<file path="config.mk">
export PLATFORM = sky130hd
export DESIGN_NAME = pam_port_a
export DESIGN_NICKNAME = d
export VERILOG_FILES = /design/src/rtl/pam_pkg.sv /design/src/rtl/pam_reg_if.sv /design/src/rtl/pam_ahb_slave.sv /design/src/rtl/pam_port_a.sv /design/src/rtl/pam_sync.sv
export SDC_FILE = /design/constraint.sdc
export NUM_CORES = 1
export LEC_CHECK = 0
export ABC_AREA = 1
export BUFFER_PORTS_ARGS = -buffer_cell sky130_fd_sc_hd__buf_2
export CORE_MARGIN = 2
export CORE_UTILIZATION = 45
export DETAILED_ROUTE_END_ITERATION = 10
export PLACE_DENSITY = 0.75
export SLEW_MARGIN = 20
export SYNTH_ARGS = -nofsm -noshare
export SYNTH_HDL_FRONTEND = slang
export SYNTH_SLANG_ARGS = --single-unit
</file>
<file path="constraint.sdc">
create_clock -name clock -period 3 [get_ports clock]
set_clock_uncertainty 0.1 [all_clocks]
set_input_delay 0.3 -clock clock [delete_from_list [all_inputs] [get_ports clock]]
set_output_delay 0.3 -clock clock [all_outputs]
set_load 0.05 [all_outputs]
</file>
<file path="src/rtl/pam_pkg.sv">
// constants and types for the port a pin function multiplexer
package pam_pkg;
  // ==========================================
  // register map (byte addresses)
  localparam logic [7:0] OFF_ANSEL = 8'h00;
  localparam logic [7:0] OFF_LAT = 8'h04;
  localparam logic [7:0] OFF_PORT = 8'h08;
  localparam logic [7:0] OFF_SLEW = 8'h0c;
  localparam logic [7:0] OFF_DIR = 8'h10;
  localparam logic [7:0] OFF_OSC = 8'h14;
  localparam logic [7:0] OFF_NONE = 8'hff;
  // ==========================================
  // implemented bits and reset values
  localparam logic [7:0] ANSEL_MASK = 8'h2f;
  localparam logic [7:0] SLEW_MASK = 8'h1f;
  localparam logic [7:0] ANSEL_RST = 8'h2f;
  localparam logic [7:0] LAT_RST = 8'h00;
  localparam logic [7:0] SLEW_RST = 8'h1f;
  localparam logic [7:0] DIR_RST = 8'hff;
  localparam logic [2:0] OSC_RST = 3'h0;
  localparam int OSC_CLK_OUT_BIT = 2;
  // ==========================================
  // pin positions
  localparam int PIN_SR_Q = 4;
  localparam int PIN_SR_QBAR = 5;
  localparam int PIN_XOUT = 6;
  localparam int PIN_XIN = 7;
  // ==========================================
  // bus and timing
  localparam logic [1:0] HTRANS_NONSEQ = 2'h2;
  localparam logic [2:0] HSIZE_WORD = 3'h2;
  localparam int CLK_DIV = 4;
  localparam int DIV_W = $clog2(CLK_DIV);
  // ==========================================
  // types
  typedef enum logic [1:0] {
    pam_osc_int = 2'b00,
    pam_osc_rc = 2'b01,
    pam_osc_xtal = 2'b10,
    pam_osc_ext = 2'b11
  } pam_osc_t;
  typedef enum logic [1:0] {
    pam_idle = 2'b00,
    pam_wr = 2'b01,
    pam_rd_wait = 2'b10
  } pam_bus_t;
endpackage

</file>
<file path="src/rtl/pam_reg_if.sv">
// register access carrier between bus slave and core
`timescale 1ns/100ps
interface pam_reg_if;
  logic wr;
  logic [7:0] addr;
  logic [31:0] wdata;
  logic [31:0] rdata;
  modport bus(output wr, addr, wdata, input rdata);
  modport core(input wr, addr, wdata, output rdata);
endinterface

</file>
<file path="src/rtl/pam_ahb_slave.sv">
// ahb-lite slave front end for the port a registers
`timescale 1ns/100ps
module pam_ahb_slave
  import pam_pkg::*;
(
  input wire logic clock,
  input wire logic rst,
  input wire logic hsel,
  input wire logic [31:0] haddr,
  input wire logic [1:0] htrans,
  input wire logic hwrite,
  input wire logic [2:0] hsize,
  input wire logic [31:0] hwdata,
  input wire logic hready,
  output logic hreadyout,
  output logic [31:0] hrdata,
  pam_reg_if.bus regs
);
  pam_bus_t state, next_state;
  logic [7:0] addr, next_addr;
  logic [31:0] next_rdata;
  logic take;
  // ==========================================
  // address phase capture and read wait state
  always_comb begin
    take = hsel && htrans == HTRANS_NONSEQ && hready;
    next_state = pam_idle;
    next_addr = addr;
    next_rdata = hrdata;
    unique case (state)
      pam_idle, pam_wr: begin
        if (take) begin
          next_state = hwrite ? pam_wr : pam_rd_wait;
          next_addr = (haddr[31:8] == 24'h000000 && hsize == HSIZE_WORD) ? haddr[7:0] : OFF_NONE;
        end
      end
      pam_rd_wait: begin
        next_rdata = regs.rdata;
      end
      default: next_state = pam_idle;
    endcase
  end
  always_ff @(posedge clock or posedge rst) begin
    if (rst) begin
      state <= pam_idle;
      addr <= OFF_NONE;
      hrdata <= 32'h00000000;
    end else begin
      state <= next_state;
      addr <= next_addr;
      hrdata <= next_rdata;
    end
  end
  assign hreadyout = state != pam_rd_wait;
  assign regs.wr = state == pam_wr;
  assign regs.addr = addr;
  assign regs.wdata = hwdata;
endmodule

</file>
<file path="src/rtl/pam_port_a.sv">
// port a output priority multiplexer, digital input gating and registers
// Behaviour
// - pin 6 latch output only internal, no clockout
// - pin 6 input only internal, no clockout
// - rc mode: pin 6 outputs quarter-rate clock
// - external oscillator modes disable pin 7 io
// - highest enabled source drives the pin
// - fixed per-pin source priority order
// - analog inputs ignore output arbitration
// - outputs still drive pins in analog mode
// - unimplemented register bits read as zero
// - direction one turns the output driver off, except on pin 6 while it outputs the clock
// - analog select disables digital input
//
// Decided for this implementation: the placing of the registers and register access over AHB-Lite.
`timescale 1ns/100ps
module pam_port_a
  import pam_pkg::*;
(
  input wire logic clock,
  input wire logic rst,
  input wire logic hsel,
  input wire logic [31:0] haddr,
  input wire logic [1:0] htrans,
  input wire logic hwrite,
  input wire logic [2:0] hsize,
  input wire logic [31:0] hwdata,
  input wire logic hready,
  output logic hreadyout,
  output logic [31:0] hrdata,
  output logic hresp,
  input wire logic [7:0] pin_in,
  output logic [7:0] pin_out,
  output logic [7:0] pin_oe_n,
  output logic [1:0] osc_owns_pin,
  output logic [7:0] digital_in,
  output logic [4:0] slew_limit,
  output logic instr_rate_clock,
  input wire logic sr_latch_q,
  input wire logic sr_q_en,
  input wire logic sr_latch_qbar,
  input wire logic sr_qbar_en,
  input wire logic comparator1_out,
  input wire logic cmp1_oe,
  input wire logic comparator2_out,
  input wire logic cmp2_oe,
  input wire logic capture_compare5_out,
  input wire logic capture_compare5_oe
);
  pam_reg_if regs();
  logic [7:0] analog_select_a, output_latch_a, slew_rate_ctrl, direction_ctrl_a;
  logic [7:0] next_ansel, next_lat, next_slew, next_dir;
  logic [2:0] osc_cfg, next_osc;
  logic [DIV_W-1:0] div_cnt, next_div_cnt;
  logic [7:0] pin_sync, next_pin_out, next_oe_n, next_din;
  logic [1:0] next_owns;
  pam_osc_t osc_mode;
  logic clock_out_on, latch6_ok, clock6_on;
  logic [31:0] rdata_mux;

  // ==========================================
  // bus slave and pin synchroniser
  pam_ahb_slave u_bus (
    .clock(clock),
    .rst(rst),
    .hsel(hsel),
    .haddr(haddr),
    .htrans(htrans),
    .hwrite(hwrite),
    .hsize(hsize),
    .hwdata(hwdata),
    .hready(hready),
    .hreadyout(hreadyout),
    .hrdata(hrdata),
    .regs(regs.bus)
  );
  pam_sync #(.WIDTH(8)) u_sync (
    .clock(clock),
    .rst(rst),
    .async_in(pin_in),
    .sync_out(pin_sync)
  );
  assign hresp = 1'b0;

  // ==========================================
  // oscillator mode decode
  assign osc_mode = pam_osc_t'(osc_cfg[1:0]);
  assign clock_out_on = osc_cfg[OSC_CLK_OUT_BIT];
  assign latch6_ok = osc_mode == pam_osc_int && !clock_out_on;
  assign clock6_on = osc_mode == pam_osc_rc || (clock_out_on && osc_mode != pam_osc_xtal);

  function automatic logic [31:0] read_reg(input logic [7:0] a);
    logic [31:0] r;
    r = 32'h00000000;
    unique case (a)
      OFF_ANSEL: r[7:0] = analog_select_a & ANSEL_MASK;
      OFF_LAT: r[7:0] = output_latch_a;
      OFF_PORT: r[7:0] = digital_in;
      OFF_SLEW: r[7:0] = slew_rate_ctrl & SLEW_MASK;
      OFF_DIR: r[7:0] = direction_ctrl_a;
      OFF_OSC: r[2:0] = osc_cfg;
      default: r = 32'h00000000;
    endcase
    return r;
  endfunction

  // ==========================================
  // register file
  always_comb begin
    next_ansel = analog_select_a;
    next_lat = output_latch_a;
    next_slew = slew_rate_ctrl;
    next_dir = direction_ctrl_a;
    next_osc = osc_cfg;
    if (regs.wr) begin
      unique case (regs.addr)
        OFF_ANSEL: next_ansel = regs.wdata[7:0] & ANSEL_MASK;
        OFF_LAT, OFF_PORT: next_lat = regs.wdata[7:0];
        OFF_SLEW: next_slew = regs.wdata[7:0] & SLEW_MASK;
        OFF_DIR: next_dir = regs.wdata[7:0];
        OFF_OSC: next_osc = regs.wdata[2:0];
        default: next_osc = osc_cfg;
      endcase
    end
  end
  always_ff @(posedge clock or posedge rst) begin
    if (rst) begin
      analog_select_a <= ANSEL_RST;
      output_latch_a <= LAT_RST;
      slew_rate_ctrl <= SLEW_RST;
      direction_ctrl_a <= DIR_RST;
      osc_cfg <= OSC_RST;
    end else begin
      analog_select_a <= next_ansel;
      output_latch_a <= next_lat;
      slew_rate_ctrl <= next_slew;
      direction_ctrl_a <= next_dir;
      osc_cfg <= next_osc;
    end
  end
  // process form so a register change refreshes the read mux
  always_comb begin
    rdata_mux = read_reg(regs.addr);
  end
  assign regs.rdata = rdata_mux;
  assign slew_limit = slew_rate_ctrl[4:0];

  // ==========================================
  // instruction rate clock divider
  always_comb begin
    next_div_cnt = div_cnt + DIV_W'(1);
  end
  always_ff @(posedge clock or posedge rst) begin
    if (rst) begin
      div_cnt <= '0;
    end else begin
      div_cnt <= next_div_cnt;
    end
  end

  // ==========================================
  // output priority and input gating
  always_comb begin
    // analog select takes no part in the output choice
    next_pin_out = output_latch_a;
    next_oe_n = direction_ctrl_a;
    next_owns = 2'b00;
    if (sr_q_en) begin
      next_pin_out[PIN_SR_Q] = sr_latch_q;
    end else if (cmp1_oe) begin
      next_pin_out[PIN_SR_Q] = comparator1_out;
    end else if (capture_compare5_oe) begin
      next_pin_out[PIN_SR_Q] = capture_compare5_out;
    end
    if (sr_qbar_en) begin
      next_pin_out[PIN_SR_QBAR] = sr_latch_qbar;
    end else if (cmp2_oe) begin
      next_pin_out[PIN_SR_QBAR] = comparator2_out;
    end
    if (osc_mode == pam_osc_xtal) begin
      next_owns[0] = 1'b1;
      next_oe_n[PIN_XOUT] = 1'b1;
      next_pin_out[PIN_XOUT] = 1'b0;
    end else if (clock6_on) begin
      next_oe_n[PIN_XOUT] = 1'b0;
      next_pin_out[PIN_XOUT] = div_cnt[DIV_W-1];
    end else if (!latch6_ok) begin
      next_oe_n[PIN_XOUT] = 1'b1;
      next_pin_out[PIN_XOUT] = 1'b0;
    end
    if (osc_mode != pam_osc_int) begin
      next_owns[1] = 1'b1;
      next_oe_n[PIN_XIN] = 1'b1;
      next_pin_out[PIN_XIN] = 1'b0;
    end
    next_din = pin_sync & ~(analog_select_a & ANSEL_MASK);
    next_din[PIN_XOUT] = pin_sync[PIN_XOUT] & latch6_ok;
    next_din[PIN_XIN] = pin_sync[PIN_XIN] & (osc_mode == pam_osc_int);
  end
  always_ff @(posedge clock or posedge rst) begin
    if (rst) begin
      pin_out <= 8'h00;
      pin_oe_n <= 8'hff;
      osc_owns_pin <= 2'b00;
      digital_in <= 8'h00;
      instr_rate_clock <= 1'b0;
    end else begin
      pin_out <= next_pin_out;
      pin_oe_n <= next_oe_n;
      osc_owns_pin <= next_owns;
      digital_in <= next_din;
      instr_rate_clock <= div_cnt[DIV_W-1];
    end
  end
endmodule

</file>
<file path="src/rtl/pam_sync.sv">
// three stage pin synchroniser with agreement filter
`timescale 1ns/100ps
module pam_sync #(
  parameter int WIDTH = 8
) (
  input wire logic clock,
  input wire logic rst,
  input wire logic [WIDTH-1:0] async_in,
  output logic [WIDTH-1:0] sync_out
);
  logic [WIDTH-1:0] s1, s2, s3, next_out;
  // ==========================================
  // accept a change once stages two and three agree
  always_comb begin
    for (int i = 0; i < WIDTH; i++) begin
      next_out[i] = (s2[i] == s3[i]) ? s3[i] : sync_out[i];
    end
  end
  always_ff @(posedge clock or posedge rst) begin
    if (rst) begin
      s1 <= '0;
      s2 <= '0;
      s3 <= '0;
      sync_out <= '0;
    end else begin
      s1 <= async_in;
      s2 <= s1;
      s3 <= s2;
      sync_out <= next_out;
    end
  end
endmodule

</file>
==> results of run 1 <==
-- critical path, stage by stage (launching register included) --
cell	delay (ns)
dfrtp_1	0.41
inv_1	0.08
nor2_2	0.33
inv_2	0.18
buf_2	0.26
-- power groups by stage --
stage          Sequential, W  Combinational (W)  Clock (W)
3_3_place_gp         0.00159           0.000325          0
5_1_grt              0.00158           0.000369   0.000990
2_1_floorplan        0.00167           0.000179          0
4_1_cts              0.00157           0.000342   0.000925
3_5_place_dp         0.00160           0.000331          0
6_report             0.00157           0.000340   0.000913
-- timing repair --
item / 4_1_cts / 5_1_grt
hold endpoints to repair: 36 / 0
hold buffers: 10 / 0
gates resized for setup: 0 / 0
-- cell families (layout without fill, tap and decap cells) --
group                    count (synthesis)  in the layout  synth area share
XOR/XNOR                                 1              1           0.00199
AO/OA/AOI/OAI                           48             48            0.0660
other                                    1             25          0.000853
multiplexers                             1              1           0.00228
buffers and inverters                   76            183            0.0914
AND/OR/NAND/NOR                        192            192             0.195
adder cells (fa/ha/maj)                  8              8            0.0182
flip-flops                             108            108             0.625
-- how the worst min path moves through the flow --
stage | from | endpoint | slack (ns) | depth (start not counted)
2_1_floorplan | u_sync.s1[0] | u_sync.s2[0] | 0.23 | 0
3_3_place_gp | u_sync.s1[2] | u_sync.s2[2] | 0.23 | 0
3_5_place_dp | u_sync.s1[2] | u_sync.s2[2] | 0.23 | 0
4_1_cts | sr_qbar_en | pin_out[5] | 0.03 | 2
5_1_grt | sr_latch_q | pin_out[4] | 0.03 | 3
6_report | sr_latch_q | pin_out[4] | 0.03 | 3
-- area by class of cell --
class | count | area (µm²)
repair buffers | 120 | 668
flip-flops and latches | 108 | 2750
inverters | 47 | 180
well taps | 133 | 166
clock buffers | 9 | 124
multi-input cells | 275 | 1340
clock inverters | 7 | 83.8
fillers | 846 | 4330
-- metrics by stage --
stage / cell area (µm²) / cells / power (W) / hold slack (ns)
2_1_floorplan: 4490 / 459 / 0.00185 / 0.231
3_3_place_gp: 5000 / 673 / 0.00192 / 0.232
3_5_place_dp: 5000 / 673 / 0.00193 / 0.235
4_1_cts: 5310 / 699 / 0.00284 / 0.0259
5_1_grt: 5310 / 699 / 0.00294 / 0.0315
6_report: 5310 / 699 / 0.00282 / 0.0269
-- metal layers --
layer  part of all wire  vias to the layer above
met2               0.50                      100
met5                  0                        -
met3              0.057                       23
met1               0.41                     1492
li1                   -                     1579
met4              0.029                        0
-- cells in the final DEF (no fill, tap or decap), types with 2 or more instances in the layout --
cell type	count
a21oi_1	13
buf_2	108
clkbuf_8	9
clkinv_4	3
clkinvlp_4	2
conb_1	25
dfrtp_1	74
dfstp_2	34
dlygate4sd3_1	10
inv_1	42
inv_2	4
maj3_1	8
nand2_1	81
nand2_2	4
nand3_1	30
nand4_1	3
nor2_1	61
nor2_2	3
nor2_4	3
nor3_1	2
nor4_4	2
o21ai_0	17
o21ai_1	8
o21ai_2	8
==> flow_metrics.env, run 1 <==
export IMPL_synth_most_common_cell="nand2_1"
export IMPL_synth_top_area_share=0.421
export IMPL_drt_wirelength_per_cell_um=13.1
export IMPL_io_buffers=108
export IMPL_synth_area_um2=4400
export IMPL_crit_path_max_fanout=9
export IMPL_slew_headroom=0.471
export IMPL_grt_first_pass_wirelength_um=14500
export IMPL_synth_seq_cells=108
export IMPL_detail_route_first_pass_iterations=6
export IMPL_post_route_period_util=0.679
export IMPL_gr_usage_met2=0.309
export IMPL_p_leak_nw=2.74
export IMPL_drtAntennaViolNets=0
export IMPL_dr_total_vias=3194
export IMPL_nets=653
export IMPL_fin_setup_tns_ns=0
export IMPL_grt_usage=0.180
export IMPL_synth_cells=435
export IMPL_drc=0
export IMPL_busiest_layer="met2"
export IMPL_core_area_um2=9640
export IMPL_dieArea_um2=10600
export IMPL_maxCapViolCount=0
export IMPL_preCtsSetupSlack_ns=1.21
export IMPL_hp_class="input port to flip-flop"
export IMPL_postSynth_asyncResetShare=1.00
export IMPL_yosys_warnings=0
export IMPL_clk_pin_slew_ns=0.10
export IMPL_grt_met1_usage=0.214
export IMPL_crit_path_end="hreadyout"
export IMPL_powerDensity_nw_per_um2=532
export IMPL_yosys_top_cells_count="nand2_1 (81), dfrtp_1 (74), nor2_1 (61)"
export IMPL_min_period_ns=2.04
export IMPL_p_sw_w=0.000803
export IMPL_p_seq_frac=0.556
export IMPL_netlist_top_cells_area="dfrtp_1 (42%), dfstp_2 (20%), nand2_1 (6.9%)"
export IMPL_first_iter_violations=158
export IMPL_wirelength_um=9120
export IMPL_r2r_slack_ns=1.19
export IMPL_critPathRequiredTime_ns=2.60
export IMPL_fmax_ghz=0.491
export IMPL_start_util=0.456
export IMPL_ir_drop_v=0.000242
export IMPL_status="finished, final reports clean"
export IMPL_endpoint_kind="primary output"
export IMPL_grt_setup_unrepaired="false"
export IMPL_htree_levels=3
export IMPL_worstSetupStartpoint="u_bus.state[1]"
export IMPL_numCtsBuffers=9
export IMPL_cp_arrival_ns=1.64
export IMPL_placementRows=36
export IMPL_p_int_w=0.00202
export IMPL_p_clk_frac=0.323
export IMPL_drive_gt1_frac=0.332
export IMPL_reg2reg_from="u_bus.regs.addr[4]"
export IMPL_worstRegToRegCells=5
export IMPL_syn_to_final_growth_pct=20.7
export IMPL_vias_per_cell=4.57
export IMPL_utilization=0.550
export IMPL_setup_viol=0
export IMPL_yosysSeqAreaShare=0.625
export IMPL_postCtsSetupRepairBufs=0
export IMPL_n_antenna_cell=0
export IMPL_hpwl_um=6790
export IMPL_grt_pass1_vias=3136
export IMPL_fin_ws_ns=0.962
export IMPL_p_comb_frac=0.120
export IMPL_clock_sinks=108
export IMPL_worstSetupPathType="flip-flop to primary output"
export IMPL_r2r_end="direction_ctrl_a[6]"
export IMPL_synth_distinct_cells=29
export IMPL_sw_frac_of_total=0.284
export IMPL_place_congestion=0.874
export IMPL_clkLatencyLatePin_ns=0.37
export IMPL_grt_ovfl_total=0
export IMPL_ioPinCount=158
export IMPL_clock_tree_root_cell="clkbuf_8"
export IMPL_ctsLongestPathBuffers=2
export IMPL_tightest_slew_ns=0.792
export IMPL_cts_tree="done"
export IMPL_synth_edff_count=0
export IMPL_die_h_um=103
export IMPL_yosysTopAreaCell="dfrtp_1"
export IMPL_avgSynthCellArea_um2=10.1
export IMPL_grt_max_degree=50
export IMPL_antenna_found_initial=0
export IMPL_grt_met3_usage=0.0420
export IMPL_finalHoldViolCount=0
export IMPL_drv_slew=0
export IMPL_synthFlopType="dfrtp_1"
export IMPL_critPathLaunchType="flip-flop"
export IMPL_die_width_um=103
(Power assumes the default switching activity.)
==> run 2: changes to the inputs <==
--- a/config.mk
+++ b/config.mk
@@ -5,10 +5,10 @@
 export SDC_FILE = /design/constraint.sdc
 export NUM_CORES = 1
 export LEC_CHECK = 0
-export ABC_AREA = 1
+export ABC_AREA = 0
 export BUFFER_PORTS_ARGS = -buffer_cell sky130_fd_sc_hd__buf_2
 export CORE_MARGIN = 2
-export CORE_UTILIZATION = 45
+export CORE_UTILIZATION = 44
 export DETAILED_ROUTE_END_ITERATION = 10
 export PLACE_DENSITY = 0.75
 export SLEW_MARGIN = 20
==> constraint.sdc (replaced) <==
create_clock -name clock -period 1.8 [get_ports clock]
set_clock_uncertainty 0.1 [all_clocks]
set_input_delay 0.18 -clock clock [delete_from_list [all_inputs] [get_ports clock]]
set_output_delay 0.18 -clock clock [all_outputs]
set_load 0.05 [all_outputs]
==> flow_metrics.env, run 2 <==
export IMPL_hpwl_um=6410
export IMPL_p_seq_frac=0.527
export IMPL_yosysSeqAreaShare=0.650
export IMPL_ctsLongestPathBuffers=2
export IMPL_ioPinCount=158
export IMPL_dieArea_um2=10400
export IMPL_clk_pin_slew_ns=0.11
export IMPL_clock_sinks=108
export IMPL_synth_seq_cells=108
export IMPL_fmax_ghz=0.500
export IMPL_yosys_top_cells_count="dfrtp_1 (74), dfstp_2 (34), nor2_1 (26)"
export IMPL_crit_path_max_fanout=8
export IMPL_yosys_warnings=0
export IMPL_synth_cells=308
export IMPL_multi_input_comb_area_um2=1440
export IMPL_cts_tree="done"
export IMPL_start_util=0.455
export IMPL_nets=559
export IMPL_powerDensity_nw_per_um2=891
export IMPL_grt_setup_unrepaired="true"
export IMPL_vias_per_cell=4.89
export IMPL_drv_slew=0
export IMPL_worstSetupPathType="flip-flop to flip-flop"
export IMPL_final_cell_mix="buf_2 (107), dfrtp_1 (74), dfstp_2 (34)"
export IMPL_synth_top_area_share=0.438
export IMPL_p_sw_w=0.00142
export IMPL_setup_viol=34
export IMPL_drtAntennaViolNets=0
export IMPL_power_w=0.00503
export IMPL_endpoint_kind="flip-flop"
export IMPL_avgSynthCellArea_um2=13.7
export IMPL_critPathRequiredTime_ns=1.99
export IMPL_finalHoldViolCount=0
export IMPL_fin_setup_tns_ns=-5.18
export IMPL_drive_gt1_frac=0.475
export IMPL_synthFlopType="dfrtp_1"
export IMPL_stdcell_count=601
export IMPL_place_congestion=0.814
export IMPL_critPathLaunchType="flip-flop"
export IMPL_hp_class="input port to flip-flop"
export IMPL_min_period_ns=2.00
export IMPL_grt_max_degree=74
export IMPL_post_route_period_util=1.11
export IMPL_n_antenna_cell=0
export IMPL_synth_area_um2=4220
export IMPL_synth_edff_count=0
export IMPL_synth_distinct_cells=44
export IMPL_synth_most_common_cell="dfrtp_1"
export IMPL_maxCapViolCount=0
export IMPL_p_int_w=0.00361
export IMPL_netlist_top_cells_area="dfrtp_1 (44%), dfstp_2 (21%), mux2_2 (6.7%)"
export IMPL_die_width_um=102
export IMPL_violations="negative setup slack"
export IMPL_syn_to_final_growth_pct=33.6
export IMPL_antenna_found_initial=0
export IMPL_final_common_cell="buf_2"
export IMPL_sw_frac_of_total=0.283
export IMPL_placementRows=35
export IMPL_wirelength_um=9260
export IMPL_regArea_um2=2750
export IMPL_p_clk_frac=0.336
export IMPL_yosysTopAreaCell="dfrtp_1"
export IMPL_num_fill_cells=741
export IMPL_p_leak_nw=2.65
export IMPL_preCtsSetupSlack_ns=-0.233
export IMPL_drt_wirelength_per_cell_um=15.4
export IMPL_first_iter_violations=84
export IMPL_dp_cells=554
export IMPL_clkLatencyLatePin_ns=0.37
export IMPL_grt_ovfl_total=0
export IMPL_core_area_um2=9280
export IMPL_die_h_um=102
export IMPL_grt_pass1_vias=3024
export IMPL_dr_total_vias=2937
export IMPL_grt_usage=0.185
export IMPL_htree_levels=3
export IMPL_clock_tree_root_cell="clkbuf_8"
export IMPL_p_comb_frac=0.137
export IMPL_cp_arrival_ns=2.19
export IMPL_ir_drop_v=0.000428
export IMPL_postSynth_asyncResetShare=1.00
export IMPL_grt_first_pass_wirelength_um=14700
export IMPL_fin_ws_ns=-0.199
export IMPL_drc=0
export IMPL_status="finished, violations left"
export IMPL_detail_route_first_pass_iterations=4
export IMPL_hold_slack_ns=0.0137
export IMPL_numCtsBuffers=9
export IMPL_io_buffers=108
[run 2: worst max-delay path, stage by stage, from the launching register on]
cell and delay (ns):
dfstp_2 0.39, or4_4 0.56, or2_4 0.30, nor2_4 0.11, buf_12 0.16, mux2_4 0.30
[run 2: power by group through the flow]
| stage | Sequential (W) | Combinational, W | Clock (W) |
|---|---|---|---|
| after global routing | 0.00267 | 0.000740 | 0.00183 |
| after floorplan | 0.00285 | 0.000313 | 0 |
| final | 0.00265 | 0.000692 | 0.00169 |
| after detailed placement | 0.00269 | 0.000634 | 0 |
| after global placement | 0.00269 | 0.000623 | 0 |
| after CTS | 0.00265 | 0.000690 | 0.00174 |
[run 2: layout make-up]
type,instances,area share
sequential,108,0.486
multi-input combinational,184,0.254
timing repair buffer,156,0.183
tap,129,0.0286
clock buffer,9,0.0219
clock inverter,7,0.0202
inverter,8,0.00598
[run 2: through the flow]
stage | instance area, µm² | utilization
4_1_cts | 5580 | 0.601
3_5_place_dp | 4970 | 0.535
5_1_grt | 5650 | 0.608
6_report | 5650 | 0.608
3_3_place_gp | 4970 | 0.535
2_1_floorplan | 4330 | -
[run 2: layer usage]
| layer | global-route usage | share of wire |
|---|---|---|
| met5 | 0 | 0 |
| met3 | 0.0390 | 0.061 |
| met2 | 0.304 | 0.50 |
| met1 | 0.237 | 0.41 |
| met4 | 0.0862 | 0.027 |
[run 2: path summary, 6_finish.rpt]
path | start | to | slack [ns] | depth (start not counted)
hold / removal | hwdata[3] | direction_ctrl_a[3] | 0.01 | 2
setup reg to reg | u_bus.regs.addr[0] | direction_ctrl_a[2] | -0.20 | 5
hold reg to reg | u_sync.s1[7] | u_sync.s2[7] | 0.24 | 0
min in group asynchronous | rst | u_sync.s1[0] | 0.31 | 4
setup / recovery | u_bus.regs.addr[0] | direction_ctrl_a[2] | -0.20 | 5
max in group asynchronous | rst | analog_select_a[3] | 0.86 | 4
[run 2: repair_timing]
action / CTS / global route
hold buffers: 30 / 0
setup buffers: 2 / 0
endpoints found under the hold margin: 118 / 0
pin swaps: 4 / 4
resized for setup: 15 / 15
endpoints found under the setup margin: 36 / 38
[run 2: cell families after synthesis]
kind of cell | share of synthesized area
flip-flops | 0.650
AND/OR/NAND/NOR | 0.0975
multiplexers | 0.113
buffers and inverters | 0.0581
AO/OA/AOI/OAI | 0.0581
adder cells (fa/ha/maj) | 0.0190
XOR/XNOR | 0.00415
other | 0.000888
==> run 3: changes to the inputs <==
--- a/config.mk
+++ b/config.mk
@@ -5,10 +5,10 @@
 export SDC_FILE = /design/constraint.sdc
 export NUM_CORES = 1
 export LEC_CHECK = 0
-export ABC_AREA = 0
+export ABC_AREA = 1
 export BUFFER_PORTS_ARGS = -buffer_cell sky130_fd_sc_hd__buf_2
 export CORE_MARGIN = 2
-export CORE_UTILIZATION = 44
+export CORE_UTILIZATION = 45
 export DETAILED_ROUTE_END_ITERATION = 10
 export PLACE_DENSITY = 0.75
 export SLEW_MARGIN = 20
==> constraint.sdc (replaced) <==
create_clock -name clock -period 1.8 [get_ports clock]
set_clock_uncertainty 0.1 [all_clocks]
set_input_delay 0.36 -clock clock [delete_from_list [all_inputs] [get_ports clock]]
set_output_delay 0.36 -clock clock [all_outputs]
set_load 0.05 [all_outputs]
==> flow_metrics.env, run 3 (same netlist as run 1, synthesis figures left out) <==
export IMPL_status="finished, final reports clean"
export IMPL_clock_tree_root_cell="clkbuf_8"
export IMPL_postCtsSetupRepairBufs=0
export IMPL_dieArea_um2=10600
export IMPL_place_congestion=0.865
export IMPL_worstRegToRegCells=5
export IMPL_worstSetupPathType="flip-flop to primary output"
export IMPL_hpwl_um=6360
export IMPL_start_util=0.456
export IMPL_worstSetupStartpoint="u_bus.state[1]"
export IMPL_numCtsBuffers=9
export IMPL_antenna_found_initial=1
export IMPL_dr_total_vias=3164
export IMPL_drive_gt1_frac=0.336
export IMPL_placementRows=36
export IMPL_grt_max_degree=109
export IMPL_fmax_ghz=0.588
export IMPL_regArea_um2=2750
export IMPL_grt_ovfl_total=0
export IMPL_finalInstanceArea_um2=5320
export IMPL_ioPinCount=158
export IMPL_grt_usage=0.174
export IMPL_clock_sinks=108
export IMPL_dp_cells=675
export IMPL_drt_wirelength_per_cell_um=12.3
export IMPL_grt_first_pass_wirelength_um=14200
export IMPL_core_area_um2=9640
export IMPL_stdcell_count=699
export IMPL_nets=653
export IMPL_reg2reg_from="u_bus.regs.addr[4]"
export IMPL_vias_per_cell=4.53
export IMPL_maxCapViolCount=0
export IMPL_fin_setup_tns_ns=0
export IMPL_ir_drop_v=0.000346
export IMPL_first_iter_violations=143
export IMPL_post_route_period_util=0.944
export IMPL_placed_area_um2=5010
export IMPL_slew_headroom=0.641
export IMPL_wirelength_um=8590
export IMPL_drtAntennaViolNets=0
export IMPL_final_cell_mix="buf_2 (107), nand2_1 (81), dfrtp_1 (74)"
export IMPL_num_fill_cells=878
export IMPL_critPathLaunchType="flip-flop"
export IMPL_n_antenna_cell=0
export IMPL_min_period_ns=1.70
export IMPL_detail_route_first_pass_iterations=5
export IMPL_clk_pin_slew_ns=0.10
export IMPL_grt_setup_unrepaired="false"
export IMPL_io_buffers=108
export IMPL_hp_class="input port to asynchronous set/reset pin"
export IMPL_cp_arrival_ns=1.24
export IMPL_die_h_um=103
export IMPL_powerDensity_nw_per_um2=880
export IMPL_finalHoldViolCount=0
export IMPL_htree_levels=3
export IMPL_drc=0
export IMPL_drv_slew=0
export IMPL_grt_pass1_vias=3056
export IMPL_cts_tree="done"
export IMPL_final_common_cell="buf_2"
export IMPL_endpoint_kind="primary output"
export IMPL_r2r_end="direction_ctrl_a[7]"
export IMPL_multi_input_comb_area_um2=1340
export IMPL_p_leak_nw=2.75
export IMPL_critPathRequiredTime_ns=1.34
export IMPL_tightest_slew_ns=0.538
export IMPL_die_width_um=103
export IMPL_clkLatencyLatePin_ns=0.36
export IMPL_ctsLongestPathBuffers=2
export IMPL_r2r_slack_ns=0.12
export IMPL_utilization=0.552
export IMPL_hold_slack_ns=0.0431
export IMPL_setup_viol=0
export IMPL_crit_path_max_fanout=9
export IMPL_syn_to_final_growth_pct=21.0
## run 3: cell count changes in the layout (fill, tap and decap cells not counted), sizes merged, moves of 4 or more
cell         delta
nand2          +78
nor2           +40
inv            +36
mux2           -30
o21ai          +29
nand3          +24
dlygate4sd3    -22
buf            -14
nor2b           -9
mux2i           -6
nor4            -5
a22o            -4
a22oi           -4
## run 3: worst max-delay path, stage by stage, from the launching register on
cell     delay, ns
dfrtp_1       0.40
inv_1         0.08
nor2_2        0.15
inv_4         0.09
buf_6         0.16
## run 3: power by group
group | switching [W] | internal, W | leakage (nW)
logic | 0.000413 | 0.000148 | 1.43
clock network | 0.000785 | 0.000722 | 0.106
registers | 0.0000619 | 0.00255 | 1.22
## run 3: what timing repair did
item / 4_1_cts / 5_1_grt
hold buffers: 8 / 0
hold endpoints to repair: 8 / 0
endpoints found under the setup margin: 1 / 2
resized for setup: 1 / 3
## run 3: through the flow
| step | worst slack [ns] | total power, W |
|---|---|---|
| finish | 0.100 | 0.00468 |
| global route | 0.0133 | 0.00490 |
| CTS | 0.00479 | 0.00473 |
| detailed placement | 0.174 | 0.00321 |
| global placement | 0.210 | 0.00319 |
| floorplan | 0.0663 | 0.00308 |
## run 3: worst max-delay path by stage
stage                                 end  slack [ns]
after floorplan             digital_in[0]        0.07
after global placement    u_bus.hrdata[1]        0.21
after detailed placement  u_bus.hrdata[1]        0.17
after CTS                       hreadyout       0.005
after global routing            hreadyout        0.01
final                           hreadyout         0.1
## run 3: cell type report
type | instances | share of cell area
flip-flops and latches | 108 | 0.516
multi-input cells | 275 | 0.253
repair buffers | 120 | 0.126
inverters | 47 | 0.0343
well taps | 133 | 0.0313
clock buffers | 11 | 0.0285
clock inverters | 5 | 0.0113
## run 3: routing by layer
layer	GRT usage	vias to the layer above	share of wire
li1	-	1582	-
met1	0.215	1476	0.42
met2	0.296	85	0.51
met3	0.0488	21	0.055
met4	0.0617	0	0.020
met5	0	-	0
